<file path="src/rtl/odac_pkg.sv">
// Shared constants of the octal DAC serial load controller.
// Assumes a 10 MHz system clock and pad-level decoding of the three-state address pins.
package odac_pkg;

    // Clock and synchroniser
    localparam int CLK_PERIOD_NS  = 100;
    localparam int SYNC_STAGES    = 2;
    localparam int INIT_CYCLES    = 3;            // Straps settle through the synchroniser first

    // Command codes
    typedef enum logic [3:0] {
        ODAC_CMD_WRITE      = 4'h0,
        ODAC_CMD_UPDATE     = 4'h1,
        ODAC_CMD_WRITE_UPD_ALL = 4'h2,
        ODAC_CMD_WRITE_UPD  = 4'h3,
        ODAC_CMD_PD_CH      = 4'h4,
        ODAC_CMD_PD_CHIP    = 4'h5,
        ODAC_CMD_REF_INT    = 4'h6,
        ODAC_CMD_REF_EXT    = 4'h7,
        ODAC_CMD_NOP        = 4'hF
    } odac_cmd_t;

    localparam logic [3:0] CH_ALL        = 4'hF;
    localparam logic [3:0] CH_LAST       = 4'h7;

    // Three-state pin codes as presented by the pad detector
    localparam logic [1:0] PIN_GND       = 2'h0;
    localparam logic [1:0] PIN_FLOAT     = 2'h1;

    // Frame layout: command, channel, then two data bytes
    localparam int FRAME_BITS    = 24;
    localparam int CMD_MSB       = 23;
    localparam int CH_MSB        = 19;
    localparam int DATA_MSB      = 15;
    localparam int DATA_BYTES    = 3;

    // Reset values of the reference state
    localparam logic INT_REF_ON_RST = 1'b1;

    // Slave address per pin combination, index = ca2*9 + ca1*3 + ca0
    localparam logic [6:0] ADDR_TABLE [27] = '{
        7'h10, 7'h11, 7'h12, 7'h13, 7'h20, 7'h21, 7'h22, 7'h23, 7'h30,
        7'h31, 7'h32, 7'h33, 7'h40, 7'h41, 7'h42, 7'h43, 7'h50, 7'h51,
        7'h52, 7'h53, 7'h60, 7'h61, 7'h62, 7'h63, 7'h70, 7'h71, 7'h72
    };

    // Pin code to ternary digit; anything above float reads as tied high
    function automatic logic [4:0] odac_trit(input logic [1:0] code);
        odac_trit = (code == PIN_GND) ? 5'h00 : (code == PIN_FLOAT) ? 5'h01 : 5'h02;
    endfunction

    function automatic logic [6:0] odac_addr_lookup(input logic [1:0] ca2,
                                                     input logic [1:0] ca1,
                                                     input logic [1:0] ca0);
        logic [4:0] idx;
        idx = 5'(odac_trit(ca2) * 5'h09 + odac_trit(ca1) * 5'h03 + odac_trit(ca0));
        odac_addr_lookup = ADDR_TABLE[idx];
    endfunction

endpackage

</file>
<file path="src/rtl/odac_rx_if.sv">
// Link between the serial receiver and the command core.
// Assumes both ends run on the same system clock.
`timescale 1ns/100ps
interface odac_rx_if;
    logic [6:0]  slave_addr;                      // Decoded own address
    logic        frame_valid;                     // One-cycle pulse per complete frame
    logic [23:0] frame_word;                      // Command, channel, data
    logic        sda_oe;                          // Acknowledge pull-down enable

    modport rx   (input slave_addr, output frame_valid, output frame_word, output sda_oe);
    modport core (output slave_addr, input frame_valid, input frame_word, input sda_oe);
endinterface // odac_rx_if

</file>
<file path="src/rtl/odac_ctrl.sv">
// Digital control of an eight-channel DAC written over a two-wire serial bus.
// Assumes pads deliver three-state address pins as 2-bit codes and strap levels as inputs.
`timescale 1ns/100ps
module odac_ctrl
    import odac_pkg::*;
#(
    parameter int DAC_BITS = 16,
    parameter int CHANNELS = 8
) (
    input  wire logic                         clock_i,
    input  wire logic                         rst_n_i,
    input  wire logic                         scl_i,
    input  wire logic                         sda_i,
    output logic                              sda_o,
    output logic                              sda_oe_o,
    input  wire logic                         dac_load_strobe_n_i,
    input  wire logic [1:0]                   addr_select_pin_0_i,
    input  wire logic [1:0]                   addr_select_pin_1_i,
    input  wire logic [1:0]                   addr_select_pin_2_i,
    input  wire logic                         power_on_scale_select_i,
    input  wire logic                         reference_compensation_pin_i,
    output logic [CHANNELS*DAC_BITS-1:0]      dac_code_o,
    output logic [CHANNELS-1:0]               dac_power_down_o,
    output logic                              int_ref_on_o,
    output logic                              ext_ref_select_o
);
    import odac_pkg::*;

    localparam logic [DAC_BITS-1:0] MID_SCALE = {1'b1, {(DAC_BITS-1){1'b0}}};

    odac_rx_if link ();

    logic [SYNC_STAGES-1:0] dac_load_strobe_sync_reg;
    logic [SYNC_STAGES-1:0] por_sync_reg;
    logic [SYNC_STAGES-1:0] comp_sync_reg;
    logic                   dac_load_strobe_d_reg;
    logic [1:0]             init_cnt_reg;
    logic                   init_done_reg;
    logic                   frame_seen_reg;
    logic [6:0]             addr_reg;
    logic [DAC_BITS-1:0]    input_reg [CHANNELS];
    logic [DAC_BITS-1:0]    dac_reg   [CHANNELS];
    logic [CHANNELS-1:0]    pd_reg;
    logic                   int_ref_reg;
    logic                   ext_ref_reg;
    logic                   sda_oe_reg;

    odac_i2c_rx u_rx (
        .clock_i (clock_i),
        .rst_n_i (rst_n_i),
        .scl_i   (scl_i),
        .sda_i   (sda_i),
        .link    (link)
    );

    // Command fields and decode
    wire [3:0]          cmd_w     = link.frame_word[CMD_MSB -: 4];
    wire [3:0]          ch_w      = link.frame_word[CH_MSB -: 4];
    wire [DAC_BITS-1:0] data_w    = link.frame_word[DATA_MSB -: DAC_BITS];
    wire                dac_load_strobe_q    = dac_load_strobe_sync_reg[SYNC_STAGES-1];
    wire                dac_load_strobe_fall = ~dac_load_strobe_q & dac_load_strobe_d_reg;
    wire                do_load   = dac_load_strobe_fall & frame_seen_reg;
    wire                cmd_v     = link.frame_valid & init_done_reg;
    wire                ch_ok     = (ch_w <= CH_LAST) | (ch_w == CH_ALL);
    wire                is_write  = cmd_v & ch_ok & ((cmd_w == ODAC_CMD_WRITE) |
                                    (cmd_w == ODAC_CMD_WRITE_UPD_ALL) | (cmd_w == ODAC_CMD_WRITE_UPD));
    wire                is_upd    = cmd_v & ch_ok & ((cmd_w == ODAC_CMD_UPDATE) | (cmd_w == ODAC_CMD_WRITE_UPD));
    wire                is_upd_all = cmd_v & ch_ok & (cmd_w == ODAC_CMD_WRITE_UPD_ALL);
    // Software power-down locked out while the strobe is held low
    wire                pd_ok     = cmd_v & dac_load_strobe_q;
    wire                is_pd_ch  = pd_ok & ch_ok & (cmd_w == ODAC_CMD_PD_CH);
    wire                is_pd_all = pd_ok & (cmd_w == ODAC_CMD_PD_CHIP);
    wire                strap_zero = ~por_sync_reg[SYNC_STAGES-1];

    // Synchronisers for the strobe and straps
    always_ff @(posedge clock_i or negedge rst_n_i) begin
        if (!rst_n_i) begin
            dac_load_strobe_sync_reg <= '1;
            por_sync_reg  <= '0;
            comp_sync_reg <= '1;
            dac_load_strobe_d_reg    <= 1'b1;
        end else begin
            dac_load_strobe_sync_reg <= {dac_load_strobe_sync_reg[SYNC_STAGES-2:0], dac_load_strobe_n_i};
            por_sync_reg  <= {por_sync_reg[SYNC_STAGES-2:0], power_on_scale_select_i};
            comp_sync_reg <= {comp_sync_reg[SYNC_STAGES-2:0], reference_compensation_pin_i};
            dac_load_strobe_d_reg    <= dac_load_strobe_q;
        end
    end

    // Own address from the three-state pins, re-evaluated every cycle
    always_ff @(posedge clock_i or negedge rst_n_i) begin
        if (!rst_n_i)
            addr_reg <= 7'h00;
        else
            addr_reg <= odac_addr_lookup(addr_select_pin_2_i, addr_select_pin_1_i, addr_select_pin_0_i);
    end
    assign link.slave_addr = addr_reg;

    // Strap capture window after reset release
    always_ff @(posedge clock_i or negedge rst_n_i) begin
        if (!rst_n_i) begin
            init_cnt_reg  <= 2'h0;
            init_done_reg <= 1'b0;
        end else if (!init_done_reg) begin
            init_cnt_reg  <= init_cnt_reg + 2'h1;
            init_done_reg <= (init_cnt_reg == 2'(INIT_CYCLES - 1));
        end
    end

    // Complete frame latch; a new frame in the load cycle wins
    always_ff @(posedge clock_i or negedge rst_n_i) begin
        if (!rst_n_i)
            frame_seen_reg <= 1'b0;
        else if (link.frame_valid && init_done_reg)
            frame_seen_reg <= 1'b1;
        else if (do_load)
            frame_seen_reg <= 1'b0;
    end

    // Per-channel input and DAC registers with power state
    genvar g;
    generate
        for (g = 0; g < CHANNELS; g++) begin : g_ch
            wire sel = (ch_w == CH_ALL) | (ch_w == 4'(g));
            always_ff @(posedge clock_i or negedge rst_n_i) begin
                if (!rst_n_i) begin
                    input_reg[g] <= '0;
                    dac_reg[g]   <= '0;
                    pd_reg[g]    <= 1'b0;
                end else if (!init_done_reg) begin
                    input_reg[g] <= strap_zero ? '0 : MID_SCALE;
                    dac_reg[g]   <= strap_zero ? '0 : MID_SCALE;
                end else begin
                    if (is_write && sel)
                        input_reg[g] <= data_w;
                    if (do_load)
                        dac_reg[g] <= input_reg[g];
                    else if ((is_upd && sel) || is_upd_all)
                        dac_reg[g] <= (is_write && sel) ? data_w : input_reg[g];
                    if ((is_upd && sel) || is_upd_all)
                        pd_reg[g] <= 1'b0;
                    else if ((is_pd_ch && sel) || is_pd_all)
                        pd_reg[g] <= 1'b1;
                end
            end
            assign dac_code_o[g*DAC_BITS +: DAC_BITS] = dac_reg[g];
        end
    endgenerate

    // Reference state: strap picks the source at start with internal on; commands switch it, chip power-down turns internal off
    always_ff @(posedge clock_i or negedge rst_n_i) begin
        if (!rst_n_i) begin
            int_ref_reg <= INT_REF_ON_RST;
            ext_ref_reg <= 1'b0;
        end else if (!init_done_reg) begin
            int_ref_reg <= INT_REF_ON_RST;
            ext_ref_reg <= ~comp_sync_reg[SYNC_STAGES-1];
        end else if (cmd_v && cmd_w == ODAC_CMD_REF_INT) begin
            int_ref_reg <= 1'b1;
            ext_ref_reg <= 1'b0;
        end else if (cmd_v && cmd_w == ODAC_CMD_REF_EXT) begin
            int_ref_reg <= 1'b0;
            ext_ref_reg <= 1'b1;
        end else if (is_pd_all) begin
            int_ref_reg <= 1'b0;
        end
    end

    // Pin output stage; data line only ever pulled low
    always_ff @(posedge clock_i or negedge rst_n_i) begin
        if (!rst_n_i)
            sda_oe_reg <= 1'b0;
        else
            sda_oe_reg <= link.sda_oe;
    end

    assign sda_o            = 1'b0;
    assign sda_oe_o         = sda_oe_reg;
    assign dac_power_down_o = pd_reg;
    assign int_ref_on_o     = int_ref_reg;
    assign ext_ref_select_o = ext_ref_reg;

endmodule // odac_ctrl

</file>
<file path="src/rtl/odac_i2c_rx.sv">
// Write-only two-wire serial receiver of the octal DAC controller.
// Assumes raw bus levels on scl_i and sda_i; it synchronises them itself.
`timescale 1ns/100ps
module odac_i2c_rx
    import odac_pkg::*;
(
    input  wire logic clock_i,
    input  wire logic rst_n_i,
    input  wire logic scl_i,
    input  wire logic sda_i,
    odac_rx_if.rx     link
);
    typedef enum logic [2:0] {
        ST_IDLE   = 3'b001,
        ST_ACTIVE = 3'b010,
        ST_IGNORE = 3'b100
    } odac_rx_state_t;

    odac_rx_state_t   state_reg;
    logic [SYNC_STAGES-1:0] scl_sync_reg;
    logic [SYNC_STAGES-1:0] sda_sync_reg;
    logic             scl_d_reg;
    logic             sda_d_reg;
    logic [3:0]       bit_cnt_reg;
    logic [1:0]       byte_cnt_reg;
    logic [7:0]       shift_reg;
    logic [23:0]      word_reg;
    logic             oe_reg;
    logic             valid_reg;

    // Edge and condition detection from the synchronised samples only
    wire scl_q   = scl_sync_reg[SYNC_STAGES-1];
    wire sda_q   = sda_sync_reg[SYNC_STAGES-1];
    wire scl_rise = scl_q & ~scl_d_reg;
    wire scl_fall = ~scl_q & scl_d_reg;
    wire start_c  = scl_q & scl_d_reg & sda_d_reg & ~sda_q;
    wire stop_c   = scl_q & scl_d_reg & ~sda_d_reg & sda_q;
    wire addr_hit = (shift_reg[7:1] == link.slave_addr) & ~shift_reg[0]; // Reads are never claimed

    // Two-stage synchronisers, then one delay stage for edges
    always_ff @(posedge clock_i or negedge rst_n_i) begin
        if (!rst_n_i) begin
            scl_sync_reg <= '1;
            sda_sync_reg <= '1;
            scl_d_reg    <= 1'b1;
            sda_d_reg    <= 1'b1;
        end else begin
            scl_sync_reg <= {scl_sync_reg[SYNC_STAGES-2:0], scl_i};
            sda_sync_reg <= {sda_sync_reg[SYNC_STAGES-2:0], sda_i};
            scl_d_reg    <= scl_q;
            sda_d_reg    <= sda_q;
        end
    end

    // Bit, byte and acknowledge sequencing
    always_ff @(posedge clock_i or negedge rst_n_i) begin
        if (!rst_n_i) begin
            state_reg    <= ST_IDLE;
            bit_cnt_reg  <= 4'h0;
            byte_cnt_reg <= 2'h0;
            shift_reg    <= 8'h00;
            word_reg     <= 24'h000000;
            oe_reg       <= 1'b0;
            valid_reg    <= 1'b0;
        end else begin
            valid_reg <= 1'b0;
            if (start_c) begin
                state_reg    <= ST_ACTIVE;
                bit_cnt_reg  <= 4'h0;
                byte_cnt_reg <= 2'h0;
                oe_reg       <= 1'b0;
            end else if (stop_c) begin
                state_reg <= ST_IDLE;
                oe_reg    <= 1'b0;
            end else begin
                case (state_reg)
                    ST_ACTIVE: begin
                        if (scl_rise) begin
                            if (bit_cnt_reg < 4'h8)
                                shift_reg <= {shift_reg[6:0], sda_q};
                            bit_cnt_reg <= bit_cnt_reg + 4'h1;
                        end else if (scl_fall && bit_cnt_reg == 4'h8) begin
                            if (byte_cnt_reg != 2'h0) begin
                                oe_reg   <= 1'b1;
                                word_reg <= {word_reg[15:0], shift_reg};
                            end else if (addr_hit) begin
                                oe_reg <= 1'b1;
                            end else begin
                                state_reg <= ST_IGNORE;
                            end
                        end else if (scl_fall && bit_cnt_reg == 4'h9) begin
                            oe_reg      <= 1'b0;
                            bit_cnt_reg <= 4'h0;
                            // Further bytes restart a new three-byte frame
                            byte_cnt_reg <= (byte_cnt_reg == 2'(DATA_BYTES)) ? 2'h1 : byte_cnt_reg + 2'h1;
                            valid_reg    <= (byte_cnt_reg == 2'(DATA_BYTES));
                        end
                    end
                    ST_IDLE, ST_IGNORE: oe_reg <= 1'b0;
                    default: state_reg <= ST_IDLE;
                endcase
            end
        end
    end

    assign link.frame_valid = valid_reg;
    assign link.frame_word  = word_reg;
    assign link.sda_oe      = oe_reg;

endmodule // odac_i2c_rx

</file>
<file path="config.mk">
export PLATFORM = sky130hd
export DESIGN_NAME = odac_ctrl
export DESIGN_NICKNAME = d
export VERILOG_FILES = /design/src/rtl/odac_pkg.sv /design/src/rtl/odac_rx_if.sv /design/src/rtl/odac_ctrl.sv /design/src/rtl/odac_i2c_rx.sv
export SDC_FILE = /design/constraint.sdc
export NUM_CORES = 1
export LEC_CHECK = 0
export ABC_AREA = 1
export BUFFER_PORTS_ARGS = -buffer_cell sky130_fd_sc_hd__buf_4
export CAP_MARGIN = 20
export CORE_UTILIZATION = 54
export DETAILED_ROUTE_END_ITERATION = 6
export HOLD_SLACK_MARGIN = 0.03
export PLACE_DENSITY_LB_ADDON = 0.05
export SLEW_MARGIN = 20
export SYNTH_ARGS = -nofsm -noshare
export SYNTH_HDL_FRONTEND = slang
export SYNTH_SLANG_ARGS = --single-unit
</file>
<file path="constraint.sdc">
create_clock -name clock_i -period 1.74 [get_ports clock_i]
set_clock_uncertainty 0.1 [all_clocks]
set_input_delay 0.435 -clock clock_i [delete_from_list [all_inputs] [get_ports clock_i]]
set_output_delay 0.435 -clock clock_i [all_outputs]
set_load 0.05 [all_outputs]
</file>
# Word-level counts from Yosys, hierarchy flattened
# Memories as Yosys holds them, arrays and structs flattened. A register that Yosys moved wholly into a read port is not among the register bits.
# Index checks and enable logic that the tools add are counted.
# totals
ff_bits,327
rom_bits,224
in_bits,13
out_inout_bits,140
elab_cells,331
memories,1
# op_classes
addsub,5
n_mul,2
magnitude_cmp,2
n_eq_ne,47
mux,107
n_bitwise,42
reduce_logical,80
# mem_list
name,words,width,rd,rd_clocked_by_memory_dff,write_ports,line_no,rtl
(no name shown),32,7,1,1,0,odac_pkg.sv:57,odac_addr_lookup = ADDR_TABLE[idx];
# op_table
cell,n
$mux 16,41
$mux 1,39
$ne 3x1->1 const B,11
$eq 4x3->1 const B,8
$logic_and 1x1->1,29
$mux 2,13
$mux 4,6
$reduce_bool 2->1,12
$and 1x1->1,19
$mux 3,6
$eq 4x2->1 const B,4
$logic_or 1x1->1,16
$reduce_and 2->1,8
$reduce_and 5->1,3
$eq 4x4->1 const B,3
$or 1x1->1,12
$not 1->1,10
$eq 4x1->1 const B,2
$logic_not 4->1,2
$ne 4x1->1 const B,2
$ne 4x2->1 const B,2
$reduce_and 4->1,2
$eq 7x7->1,1
$eq 2x1->1 const B,3
other kinds (26),31

# Logic depth before layout (Yosys ltp)
# Gate-level depths: netlist of run 1.
# logic_depth
depth_word,9
mapped_depth,12
depth_no_buf,12

# Modules after synthesis
# Synthesis of run 1 repeated with hierarchy kept, for this count alone.
# hier_totals
cells_unflattened,2250
area_unflattened_um2,17013.8
# modules_own_cells
mod,instances,cells_each,area_each_um2,seq_area_each_um2
odac_ctrl,1,1991,14606.5,7089.3
odac_i2c_rx,1,259,2407.3,1234.9

# Least setup slack after synthesis of run 1
# OpenSTA, ideal clock, no wires.
# synth_path
kind,in2reg
startpoint,input port addr_select_pin_2_i[1]
endpoint,register addr_reg[6]
setup_time_ns,0.127
arrival_time_ns,2.385
required_time_ns,1.513
path_slack_ns,-0.872
path_stages,11
n_path_buf,0
path_cell_list,inv_1 > nand2_1 > fa_1 > inv_1 > fa_1 > nand2_1 > inv_1 > o21ai_0 > xnor2_1 > ha_1 > or2_2
# synth_via
elab_chain_len,7
word_cells_on_any_way,8
cone_classes,2 x add/sub; 1 x mul; 1 x eq/ne; 2 x mux; 1 x bitwise; 1 x reduce/logical
# synth_rtl
item,line_no,rtl
from (decl),odac_ctrl.sv:19,"input wire logic [1:0] addr_select_pin_2_i,"
$eq 2x1->1,odac_pkg.sv:49,odac_trit = (code == PIN_GND) ? 5'h00 : (code == PIN_FLOAT) ? 5'h01 : 5'h02;
$mux 2,odac_pkg.sv:49,
$mux 2 (*),odac_pkg.sv:49,
$mul 2x4->5 (*),odac_pkg.sv:56,idx = 5'(odac_trit(ca2) * 5'h09 + odac_trit(ca1) * 5'h03 + odac_trit(ca0));
$add 5x4->5 (*),odac_pkg.sv:56,
$add 5x2->5 (*),odac_pkg.sv:56,
$not 5->6 (not written as such) (*),odac_pkg.sv:57,
to (decl),odac_ctrl.sv:40,logic [6:0] addr_reg;
# Mark *: on every way between the ends. The rest lies on a longest branch, timed or not.
# A chain may end at the register's enable or synchronous reset.

# Worst setup path in the final report of run 1
# layout_path
startpoint,input port addr_select_pin_1_i[1]
endpoint,register addr_reg[5]
# layout_via
elab_chain_len,7
word_cells_on_any_way,8
cone_classes,2 x add/sub; 1 x mul; 1 x eq/ne; 2 x mux; 1 x bitwise; 1 x reduce/logical
# layout_rtl
item,line_no,rtl
from (decl),odac_ctrl.sv:18,"input wire logic [1:0] addr_select_pin_1_i,"
$eq 2x1->1,odac_pkg.sv:49,
$mux 2,odac_pkg.sv:49,
$mux 2 (*),odac_pkg.sv:49,
$mul 2x2->4 (*),odac_pkg.sv:56,
$add 5x4->5 (*),odac_pkg.sv:56,
$add 5x2->5 (*),odac_pkg.sv:56,
$not 5->6 (not written as such) (*),odac_pkg.sv:57,
# Marked as above.

==> results.md, run 1 <==
Die:
- The initial cell density of the core is 0.553.
- The area of the core is 29900 sq um.
- The number of top-level design ports is 153.
- The floorplan step defined a die boundary enclosing 31300 sq um.
- The die is 177 um wide.
- The die is 177 um tall.
- In this run the core area contains 63 standard-cell rows.

Critical path:
- On the worst path, the slowest cell contributes a delay of 0.42 ns.
- The kind of end point of the critical path is a flop.
- The type of the worst setup path is input pin to flop.
- The startpoint type of the worst setup path is an input pin.
- The biggest fanout along the worst timing path is 4.
- The critical path goes through buf_8, buf_4, or2_2, ha_1, inv_1, fa_2, o21bai_1, xor2_1, inv_2, nand2_2, o21ai_2.
- The endpoint arrival time on the critical path is 2.54 ns.
- Together, buffers and inverters on the worst path number 4.
- The slowest stage of the critical path is the fa_2 cell.
- The critical path's top delay family is adder cells.
- At the worst endpoint, the required time is 2.05 ns.

Synth:
- The number of synthesized register bits is 332.
- The number of different library cells used by synthesis comes to 37.
- Of all cell types, the one taking the most synthesized area is dfrtp_1.
- The synthesized design contains 0 enable-type register cells.
- By area the synthesized netlist is led by dfrtp_1, nand2_1, inv_1, a21oi_1, nor2_1.
- The proportion of synthesized chip area in sequential cells is 0.504.
- The number of instances in the synthesized netlist is 2219.
- The count of yosys warnings during synthesis is 0.
- By count the netlist is led by nand2_1, dfrtp_1, inv_1.
- The cell with the most instances after synthesis is nand2_1.
- In the synthesized netlist the async set-or-reset flop fraction comes to 1.00.
- After synthesis, the mean cell area works out to 7.44 sq um.
- The cell area that synthesis handed to floorplanning was 16500 sq um.
- The most used flip-flop cell after synthesis is dfrtp_1.
- The portion of synthesized cell area occupied by the leading cell type is 0.484.
- The post-synth net total is 2249.

Clock tree:
- The CTS clock-pin slew for the worst setup and hold paths is 0.05 ns.
- The number of H-tree levels is 2.
- At the later pin of the worst-skew pair, clock insertion delay measures 0.52 ns.
- The number of clock sinks seen by CTS is 332.
- The root buffer cell is clkbuf_16.
- TritonCTS built the clock tree.
- Buffers inserted during clock tree synthesis total 37.
- The buffer depth of the longest clock path is 3.

Placed design:
- Port buffering added 151 buffers.
- Once detailed placement completed, the half-perimeter wirelength came to 27900 um.
- The post-place instance area is 19400 sq um.
- The weighted congestion reported at the end of routability-driven placement is 0.861.

Power:
- The largest vdd supply drop is 0.898 mV.
- The analysis attributes to net switching a power of 3.90 mW.
- Power spread over the standard cell area amounts to 666 nW/um^2.
- Total power for the finished layout comes to 16.5 mW.
- The switching share of power is 0.237.
- The leakage power is 14.2 nW.
- The share of total power dissipated in sequential elements is 0.484.
- The clock network fraction of design power is 0.456.
- The power share of the combinational group is 0.059.
- The design internal power is 12.6 mW.

STA:
- Setup repair after global routing could not meet its margin everywhere.
- Setup violations remaining at the end of the flow were counted as 272.
- Setup slack on the critical path of the routed design comes to -0.490 ns.
- The post-route setup TNS is -50.93 ns.
- In this run the tightest slew margin relative to its limit is 0.0916.
- The final number of hold-violating endpoints is 0.
- The number of pins exceeding their max-slew limit in the final report was 0.
- The measured slew at the worst slew-check pin is 1.36 ns.
- For the finished layout, the period the worst path requires is 2.23 ns.
- Dividing the final minimum period by the clock period gives 1.28.
- Derived from the worst setup path, the maximum achievable clock frequency is 0.448 GHz.

Routing:
- After detailed routing, the number of remaining DRC violations is 0.
- The starting DRC count in detailed routing is 1533.
- For this block, the routed nets add up to 54900 um of wire.
- The routed via count is 16300.
- The antenna violation net count after detailed routing is 0.
- The length of the first detailed-routing pass in iterations is 6.
- The detail-routed via count per cell is 5.48.
- In the final routed layout, each cell accounts on average for 18.5 um.

Final layout:
- The repair_antennas step left the layout with diodes totalling 0.
- The proportion of layout cells with a drive suffix above 1 is 0.379.
- The finished cells cover 24700 sq um.
- The area growth from synthesis to layout is 49.7%.
- The net count of the finished layout is 2583.

Global routing:
- The number of antenna violations at the first check in global routing is 0.
- The via count of the first global-routing pass is 14900.
- Across every metal layer, demand over resource in global routing totals 0.313.
- The first global-routing pass estimated 76500 um of wire.
- Entering global routing, the biggest net connects 63 pins.
- The total congestion overflow after global routing is 0.

Run status:
- The run finished, with violations left.
- The final reports fail on negative setup slack.

Min path:
- The kind of path behind the tightest hold check is flop to flop.

Run:
- The number of max-cap violations is 0.
area by class of cell:
cell class / count / area, sq um
Clock buffer: 56 / 1080
Tap cell: 390 / 488
Sequential cell: 332 / 8330
Fill cell: 1681 / 5160
Timing Repair Buffer: 419 / 4420
Inverter: 322 / 1270
Multi-Input combinational cell: 1441 / 9070
Clock inverter: 10 / 66.3
stage by stage:
stage	hold WS (ns)	setup WS, ns	std cells	util
after global routing	0.263	-0.572	2970	0.827
after CTS	0.257	-0.402	2942	0.753
final	0.255	-0.490	2970	0.827
after floorplan	0.0394	-0.730	2219	-
after global placement	0.237	-0.976	2820	0.651
after detailed placement	0.237	-1.07	2820	0.651
power by group through the flow:
stage               registers [mW]  logic (mW)  clock network (mW)
global route                  7.98        1.11                7.86
detailed placement            8.10       0.863                   0
global placement              8.10       0.832                   0
floorplan                     8.12       0.436                   0
finish                        7.97       0.973                7.51
CTS                           7.97       0.910                7.54
kinds of logic after synthesis:
family / after synthesis / share of synthesized area
and+or+nand+nor: 1082 / 0.260
buffers and inverters: 447 / 0.108
DFF: 332 / 0.504
AOI/OAI and AO/OA: 318 / 0.0993
adders and majority gates: 17 / 0.0142
xor gates and xnor gates: 11 / 0.00584
muxes: 11 / 0.00750
other: 1 / 0.000227
final timing paths:
path                                               start                   end  slack, ns  cells past startpoint
max in group asynchronous                        rst_n_i         input_reg[78]       0.57                      3
worst min-delay path                u_rx.scl_sync_reg[0]  u_rx.scl_sync_reg[1]       0.25                      0
worst min register to register      u_rx.scl_sync_reg[0]  u_rx.scl_sync_reg[1]       0.25                      0
min in group asynchronous                        rst_n_i        dac_code_o[98]       0.30                      2
worst max register to register  u_rx.link.frame_word[19]         dac_code_o[0]      -0.32                     10
worst max-delay path              addr_select_pin_1_i[1]           addr_reg[5]      -0.49                     11
worst reg2reg max path, cell delays in order (launching register included):
cell,delay [ns]
dfrtp_2,0.46
buf_6,0.14
a21oi_4,0.20
buf_6,0.17
buf_6,0.11
nand3_4,0.15
buf_16,0.22
o21ai_4,0.13
nand2_1,0.08
nand2_1,0.11
nand2_1,0.08
metal layers:
layer / wire (um) / vias up / GRT usage
met1: 21400 / 7891 / 0.415
met2: 26300 / 765 / 0.504
met4: 3100 / 0 / 0.154
li1: - / 7398 / -
met3: 4060 / 226 / 0.0451
met5: 0 / - / 0
placed cells by master (no fill, tap or decap), types with 13 or more instances in the layout:
cell | netlist | final
dfrtp_1 | 319 | 317
dfstp_2 | 13 | 13
nor2_2 | 3 | 33
o21ai_4 | 0 | 85
buf_12 | 0 | 43
ha_1 | 14 | 13
inv_2 | 10 | 23
buf_4 | 7 | 266
nand3_1 | 36 | 16
nand2_2 | 2 | 111
nand3_4 | 2 | 22
nor2_1 | 174 | 121
buf_6 | 6 | 79
o21ai_0 | 47 | 33
nand3_2 | 15 | 16
o21ai_2 | 0 | 45
nor2_4 | 0 | 23
nand2_4 | 0 | 84
clkbuf_16 | 0 | 44
nand2_1 | 834 | 637
a21oi_1 | 136 | 129
buf_16 | 0 | 13
inv_1 | 305 | 279
repair_timing:
action | CTS | global route
gates cloned | 18 | 10
pin swaps | 57 | 123
resized for setup | 304 | 489
hold buffers | 6 | 0
endpoints found under the setup margin | 216 | 308
buffers inserted | 32 | 27
hold endpoints to repair | 62 | 0
(Power assumes the default switching activity.)
==> inputs of run 2 (changes only) <==
--- a/config.mk
+++ b/config.mk
@@ -9,8 +9,8 @@
 export BUFFER_PORTS_ARGS = -buffer_cell sky130_fd_sc_hd__buf_4
 export CAP_MARGIN = 20
-export CORE_UTILIZATION = 54
+export CORE_UTILIZATION = 55
 export DETAILED_ROUTE_END_ITERATION = 6
 export HOLD_SLACK_MARGIN = 0.03
-export PLACE_DENSITY_LB_ADDON = 0.05
+export PLACE_DENSITY = 0.72
 export SLEW_MARGIN = 20
 export SYNTH_ARGS = -nofsm -noshare
==> constraint.sdc (replaced) <==
create_clock -name clock_i -period 2.29 [get_ports clock_i]
set_clock_uncertainty 0.1 [all_clocks]
set_input_delay 0.5725 -clock clock_i [delete_from_list [all_inputs] [get_ports clock_i]]
set_output_delay 0.5725 -clock clock_i [all_outputs]
set_load 0.02 [all_outputs]
==> run 2 against run 1 <==
Compared with the run above:
- the run still ends with negative setup slack left
- register-to-register slack better by 0.43 ns
- routed wire length shrank 25%
- worst hold slack worse by 0.18 ns
==> results.md, run 2 (same netlist as run 1, synthesis figures left out) <==
Die:
- The initial cell density of the core is 0.559.
- 153 I/O pins were placed.
- The die covers 30700 sq um.
- The area of the core is 29600 sq um.
- From bottom edge to top edge, the die measures 175 um.
- The number of core rows is 63.
- The width of the die is 175 um.

Global routing:
- For this run, the total global-route usage over all layers was measured as 0.275.
- The total congestion overflow after global routing is 0.
- The via count of the first global-routing pass is 13400.
- The number of antenna violations at the first check in global routing is 1.
- The wire length of the first global-routing pass is 67400 um.
- Entering global routing, the biggest net connects 95 pins.

STA:
- Setup repair after global routing could not meet its margin everywhere.
- The upper clock frequency limit is 0.424 GHz.
- The smallest clock period supported by the final layout is computed as 2.36 ns.
- The final setup violation count is 3.
- The final number of hold-violating endpoints was 0.
- Once routing completed, OpenROAD measured the worst setup slack at -0.0659 ns.
- The number of pins exceeding their max-slew limit in the final report came to 0.
- The measured slew at the worst slew-check pin is 0.855 ns.
- In this run the tightest slew margin relative to its limit is 0.430.
- The final worst-path cycle share is 1.03.

Min path:
- Along the worst hold path, the cell count comes to 1.
- The worst hold path terminates at por_sync_reg[0].
- In this run the most critical hold path is launched from power_on_scale_select_i.
- The path class of the tightest hold or removal check is input pin to flop.

Critical path:
- The startpoint type of the worst setup path is an input pin.
- The endpoint of the most critical register-to-register path is dac_code_o[12].
- Of all nets on the critical path, the largest fanout is 3.
- The reg-to-reg critical path startpoint is u_rx.link.frame_word[16].
- STA puts the critical path data required time at 2.58 ns.
- The cell depth of the worst flop-to-flop path is 8.
- The endpoint arrival time on the critical path is 2.65 ns.
- The worst setup path is of the input pin to flop kind.
- For flop-to-flop paths, the worst setup slack is 0.11 ns.
- STA classifies the critical path endpoint as a flop.

Final layout:
- The library cells used most frequently in the layout, excluding fill and tap cells, are nand2_1, dfrtp_1, inv_1.
- Leaving out fill and tap cells, the most frequent cell in the layout is nand2_1.
- The number of fill cells is 2542.
- Excluding fillers, the count of instances in the completed layout stands at 2740.
- The proportion of layout cells with a drive suffix above 1 is 0.139.
- The repair_antennas step left the layout with diodes totalling 0.
- Summing all non-filler instances in the final layout gives an area of 19400 sq um.
- For this run, the share of the core covered by cells in the final layout is 0.657.
- The net count of the finished layout is 2356.
- The area growth from synthesis to layout is 17.7%.

Placed design:
- Port buffering added 151 buffers.
- After detailed placement, the design holds a cell count of 2674.
- Detailed placement finished with a half-perimeter wire length of 25900 um.
- Prior to clock tree synthesis, the placed netlist has a worst setup slack of -0.655 ns.
- In this run the cell area measured after placement is 18100 sq um.
- Routability-driven placement finished with a final weighted congestion of 0.882.

Clock tree:
- Clock-pin slew was measured on the worst setup and hold paths at 0.06 ns.
- The number of H-tree levels is 2.
- TritonCTS created 36 clock buffers.
- The root buffer cell chosen for the clock tree is clkbuf_16.
- The clock net in this run drives a total of 332 sinks.
- The buffer depth of the longest clock path is 3.
- At the later pin of the worst-skew pair, clock insertion delay measures 0.51 ns.
- The TritonCTS clock tree is done.

Routing:
- The detail-routed via count per cell is 5.15.
- The antenna violation net count after detailed routing is 0.
- The per-cell routed wire length is 15.0 um.
- The detailed router placed 14100 vias in this run.
- The first detailed-routing pass ran for 7 iterations.
- The aggregate routed wire length is 41100 um.
- After the first detailed-routing iteration, the DRC count stood at 1292.
- In the routed design, unresolved DRC markers number 0.

Run status:
- The flow ran to the end, but the final reports show violations.
- The checks that failed: negative setup slack.

Run:
- The number of max-cap violations is 0.

Power:
- Power comes to 12.4 mW.
- The leakage power is 12.5 nW.
- In this run the power density over the cells is 639 nW/um^2.
- The largest vdd supply drop is 0.677 mV.
[run 2: worst max-delay path by stage]
| stage | to | cells after the start | start | slack, ns |
|---|---|---|---|---|
| after global routing | addr_reg[4] | 13 | addr_select_pin_2_i[1] | -0.14 |
| after detailed placement | addr_reg[4] | 13 | addr_select_pin_1_i[1] | -0.66 |
| after global placement | addr_reg[5] | 13 | addr_select_pin_1_i[1] | -0.56 |
| after floorplan | addr_reg[5] | 12 | addr_select_pin_1_i[1] | -0.32 |
| after CTS | addr_reg[4] | 13 | addr_select_pin_1_i[1] | -0.09 |
| final | addr_reg[6] | 12 | addr_select_pin_2_i[1] | -0.07 |
[run 2: metal layers]
metal / up-vias / routed length, um / GRT usage
met4: 0 / 1520 / 0.105
met2: 458 / 19100 / 0.436
met3: 91 / 2570 / 0.0372
li1: 6929 / - / -
met5: - / 0 / 0
met1: 6640 / 17900 / 0.387
[run 2: cell type report]
class	instances	area (sq um)	share of cell area
clock buffer	52	1060	0.0547
clock inverter	10	100	0.00515
inverter	322	1240	0.0638
multi-input combinational	1440	6480	0.334
sequential	332	8320	0.428
tap	390	488	0.0251
timing repair buffer	194	1730	0.0891
[run 2: where the power goes]
group	total [mW]	switching (mW)	internal, mW
sequential	6.06	0.0750	5.98
clock	5.74	2.30	3.44
combinational	0.617	0.381	0.236
[run 2: critical path: stages]
cell and delay [ns]:
buf_8 0.10, inv_4 0.05, nand2_4 0.04, fa_1 0.46, inv_2 0.08, fa_2 0.24, inv_2 0.04, fa_2 0.35
buf_6 0.14, xnor2_4 0.12, ha_2 0.17, or2_2 0.28
[run 2: metrics by stage]
step                      setup TNS, ns  hold WS, ns
after floorplan                   -1.08        0.177
after global placement            -2.22        0.243
after detailed placement          -2.62        0.243
after CTS                        -0.209       0.0531
after global routing             -0.626       0.0542
final                            -0.184       0.0713
[run 2: what timing repair did]
item,in CTS,in global routing
endpoints found under the hold margin,34,0
buffers inserted,1,2
hold buffers,1,0
pin swaps,11,7
gates resized for setup,8,17
endpoints found under the setup margin,4,60
==> inputs of run 3 (changes only) <==
- REMOVE_ABC_BUFFERS: unset -> 1
==> run 3 against run 2 <==
Compared with the run above:
- the run ends with design-rule violations, negative setup slack left
- via count fell by 0.31%
- sequential share of layout area about the same
- total power grew 1.5%
- clock power grew 3%
- maximum frequency grew 1.4%
- die area is the same
- critical path depth increased by 1
- register-to-register slack better by 0.06 ns
- cell count about the same
- sequential power about the same
- combinational power shrank 1%
- routed wire length is 0.32% lower
==> results.md, run 3 (same netlist as run 1, synthesis figures left out) <==
STA:
- Derived from the worst setup path, the maximum achievable clock frequency is 0.430 GHz.
- The shortest period the worst path allows is 2.32 ns.
- Setup repair after global routing could not meet its margin everywhere.
- The post-route setup TNS is -0.0786 ns.
- The final setup violation count is 3.
- The measured slew at the worst slew-check pin is 0.864 ns.
- The worst relative slew slack is 0.424.
- The final number of hold-violating endpoints came to 0.
- Dividing the final minimum period by the clock period gives 1.01.
- Across all hold checks on the routed design, the worst slack comes to 0.0581 ns.
- Across all setup checks in the final design, the least slack found is -0.0341 ns.
- The number of pins exceeding their max-slew limit in the final report came to 0.

Routing:
- After detailed routing, the total wire length is 40900 um.
- The length of the first detailed-routing pass in iterations is 7.
- The detail-routed via count per cell is 5.13.
- Dividing the detail-routed wire length by the instance count gives 14.9 um.
- Summing over every cut layer, the via total after detailed routing is 14100.
- The count of nets left with antenna violations once routing finished came out at 0.
- In this run, the number of DRC markers left after iteration 0 of detailed routing was 1243.
- The DRC violation count after routing is 2.

Power:
- For this design the static power due to leakage is 12.5 nW.
- The power share of the combinational group is 0.048.
- The relative contribution of sequential cells to total power is 0.481.
- The analysis attributes to net switching a power of 2.77 mW.
- The total power divided by cell area is 649 nW/um^2.
- The switching share of power is 0.219.
- Total power for the finished layout comes to 12.6 mW.
- The largest vdd supply drop is 0.425 mV.
- The clock network fraction of design power is 0.471.
- The design internal power is 9.84 mW.

Critical path:
- The critical path required time is 2.60 ns.
- The worst setup path startpoint is addr_select_pin_2_i[1].
- The kind of end point of the critical path is a flop.
- The slack of the worst reg-to-reg path is 0.17 ns.
- The endpoint arrival time on the critical path is 2.63 ns.
- The reg-to-reg critical path startpoint is u_rx.link.frame_word[16].
- The biggest fanout along the worst timing path is 4.
- The startpoint type of the worst setup path is an input pin.
- The type of the worst setup path is input pin to flop.
- The cell depth of the worst flop-to-flop path is 7.

Final layout:
- Of the cells placed in the final design, the portion with a size suffix greater than 1 is 0.139.
- The number of fill cells is 2544.
- The layout overhead on the synthesized area is 17.6%.
- The net count of the finished layout is 2358.
- Across the whole layout, storage elements account for 8320 sq um.
- The library cells used most frequently in the layout, excluding fill and tap cells, are nand2_1, dfrtp_1, inv_1.
- The most frequent standard cell in the layout excluding fill and tap cells is nand2_1.
- Summing all multi-input logic gate instances after layout gives 6470 sq um.
- The number of antenna repair diodes is 0.

Placed design:
- During placement, the flow inserted port buffers numbering 151.
- The HPWL after detailed placement is 25400 um.
- The congestion estimate from routability-driven global placement came to 0.831.

Die:
- The die is 175 um tall.
- Measured along the x axis, the die boundary spans 175 um.
- The initial cell density of the core is 0.559.
- Pin placement for this block handled 153 I/O pins.
- The number of core rows is 63.
- The floorplan step defined a die boundary enclosing 30700 sq um.
- The core region is 29600 sq um.

Global routing:
- The wire length of the first global-routing pass is 66600 um.
- The number of antenna violations at the first check in global routing came to 0.
- The total congestion overflow after global routing is 0.
- In the global route stage, overall resource usage came out at 0.272.
- The via count of the first global-routing pass was 13200.
- Entering global routing, the biggest net connects 107 pins.

Min path:
- The kind of path behind the tightest hold check is input pin to flop.
- The startpoint of the lowest-slack hold path is dac_load_strobe_n_i.
- Counting instances, the worst hold path has a depth of 1.

Clock tree:
- TritonCTS built the clock tree.
- TritonCTS created 37 clock buffers.
- Clock-pin slew was measured on the worst setup and hold paths at 0.06 ns.
- The number of clock sinks seen by CTS is 332.
- The number of H-tree levels is 2.
- The root buffer cell is clkbuf_16.
- The buffer depth of the longest clock path is 3.
- The clock latency on the worst-skew pair is 0.52 ns.

Run:
- Max-cap violations in this run came to 0.

Run status:
- The final reports fail on design-rule violations, negative setup slack.
- The flow ran to the end, but the final reports show violations.
## run 3: per-layer routing
metal / up-vias / share of wire / routed length [um] / global-route usage
met1: 6627 / 0.44 / 18100 / 0.382
li1: 6920 / - / - / -
met3: 78 / 0.062 / 2530 / 0.0348
met5: - / 0 / 0 / 0
met2: 449 / 0.47 / 19100 / 0.438
met4: 0 / 0.030 / 1220 / 0.0895
## run 3: worst paths after layout
path,to
max,addr_reg[5]
min,dac_load_strobe_sync_reg[0]
max reg2reg,dac_code_o[49]
min reg2reg,por_sync_reg[1]
max in group asynchronous,dac_load_strobe_sync_reg[1]
min in group asynchronous,input_reg[54]
## run 3: layout make-up
| class | count | share of cell area |
|---|---|---|
| Sequential cell | 332 | 0.429 |
| Tap cell | 390 | 0.0251 |
| Clock inverter | 11 | 0.00702 |
| Inverter | 322 | 0.0626 |
| Timing Repair Buffer | 195 | 0.0877 |
| Clock buffer | 51 | 0.0557 |
| Multi-Input combinational cell | 1440 | 0.333 |
## run 3: timing repair
action / 4_1_cts / 5_1_grt
endpoints found under the hold margin: 42 / 0
hold buffers: 1 / 0
endpoints found under the setup margin: 4 / 77
gates resized for setup: 13 / 8
pin swaps: 7 / 4
buffers inserted: 1 / 0
## run 3: power groups by stage
stage	registers, mW	logic (mW)	clock network, mW
floorplan	6.15	0.310	0
global placement	6.16	0.563	0
detailed placement	6.16	0.596	0
CTS	6.06	0.617	6.04
global route	6.07	0.711	6.27
finish	6.06	0.610	5.93
## run 3: per-stage QoR
step	cells	setup WS (ns)	cell area (sq um)	utilization
detailed placement	2677	-0.782	18100	0.613
finish	2741	-0.0341	19400	0.657
global placement	2677	-0.677	18100	0.613
floorplan	2094	-3.53	15900	-
global route	2741	-0.147	19400	0.657
CTS	2741	0.00127	19400	0.655
## run 3: critical path, cell delays in order
cell and delay, ns:
buf_4 0.12, inv_2 0.05, nand2_2 0.05, fa_1 0.46
inv_2 0.08, fa_2 0.22, inv_2 0.04, fa_2 0.36
o21bai_1 0.17, xor2_1 0.25, inv_1 0.12, nand2_1 0.08
o21ai_1 0.06
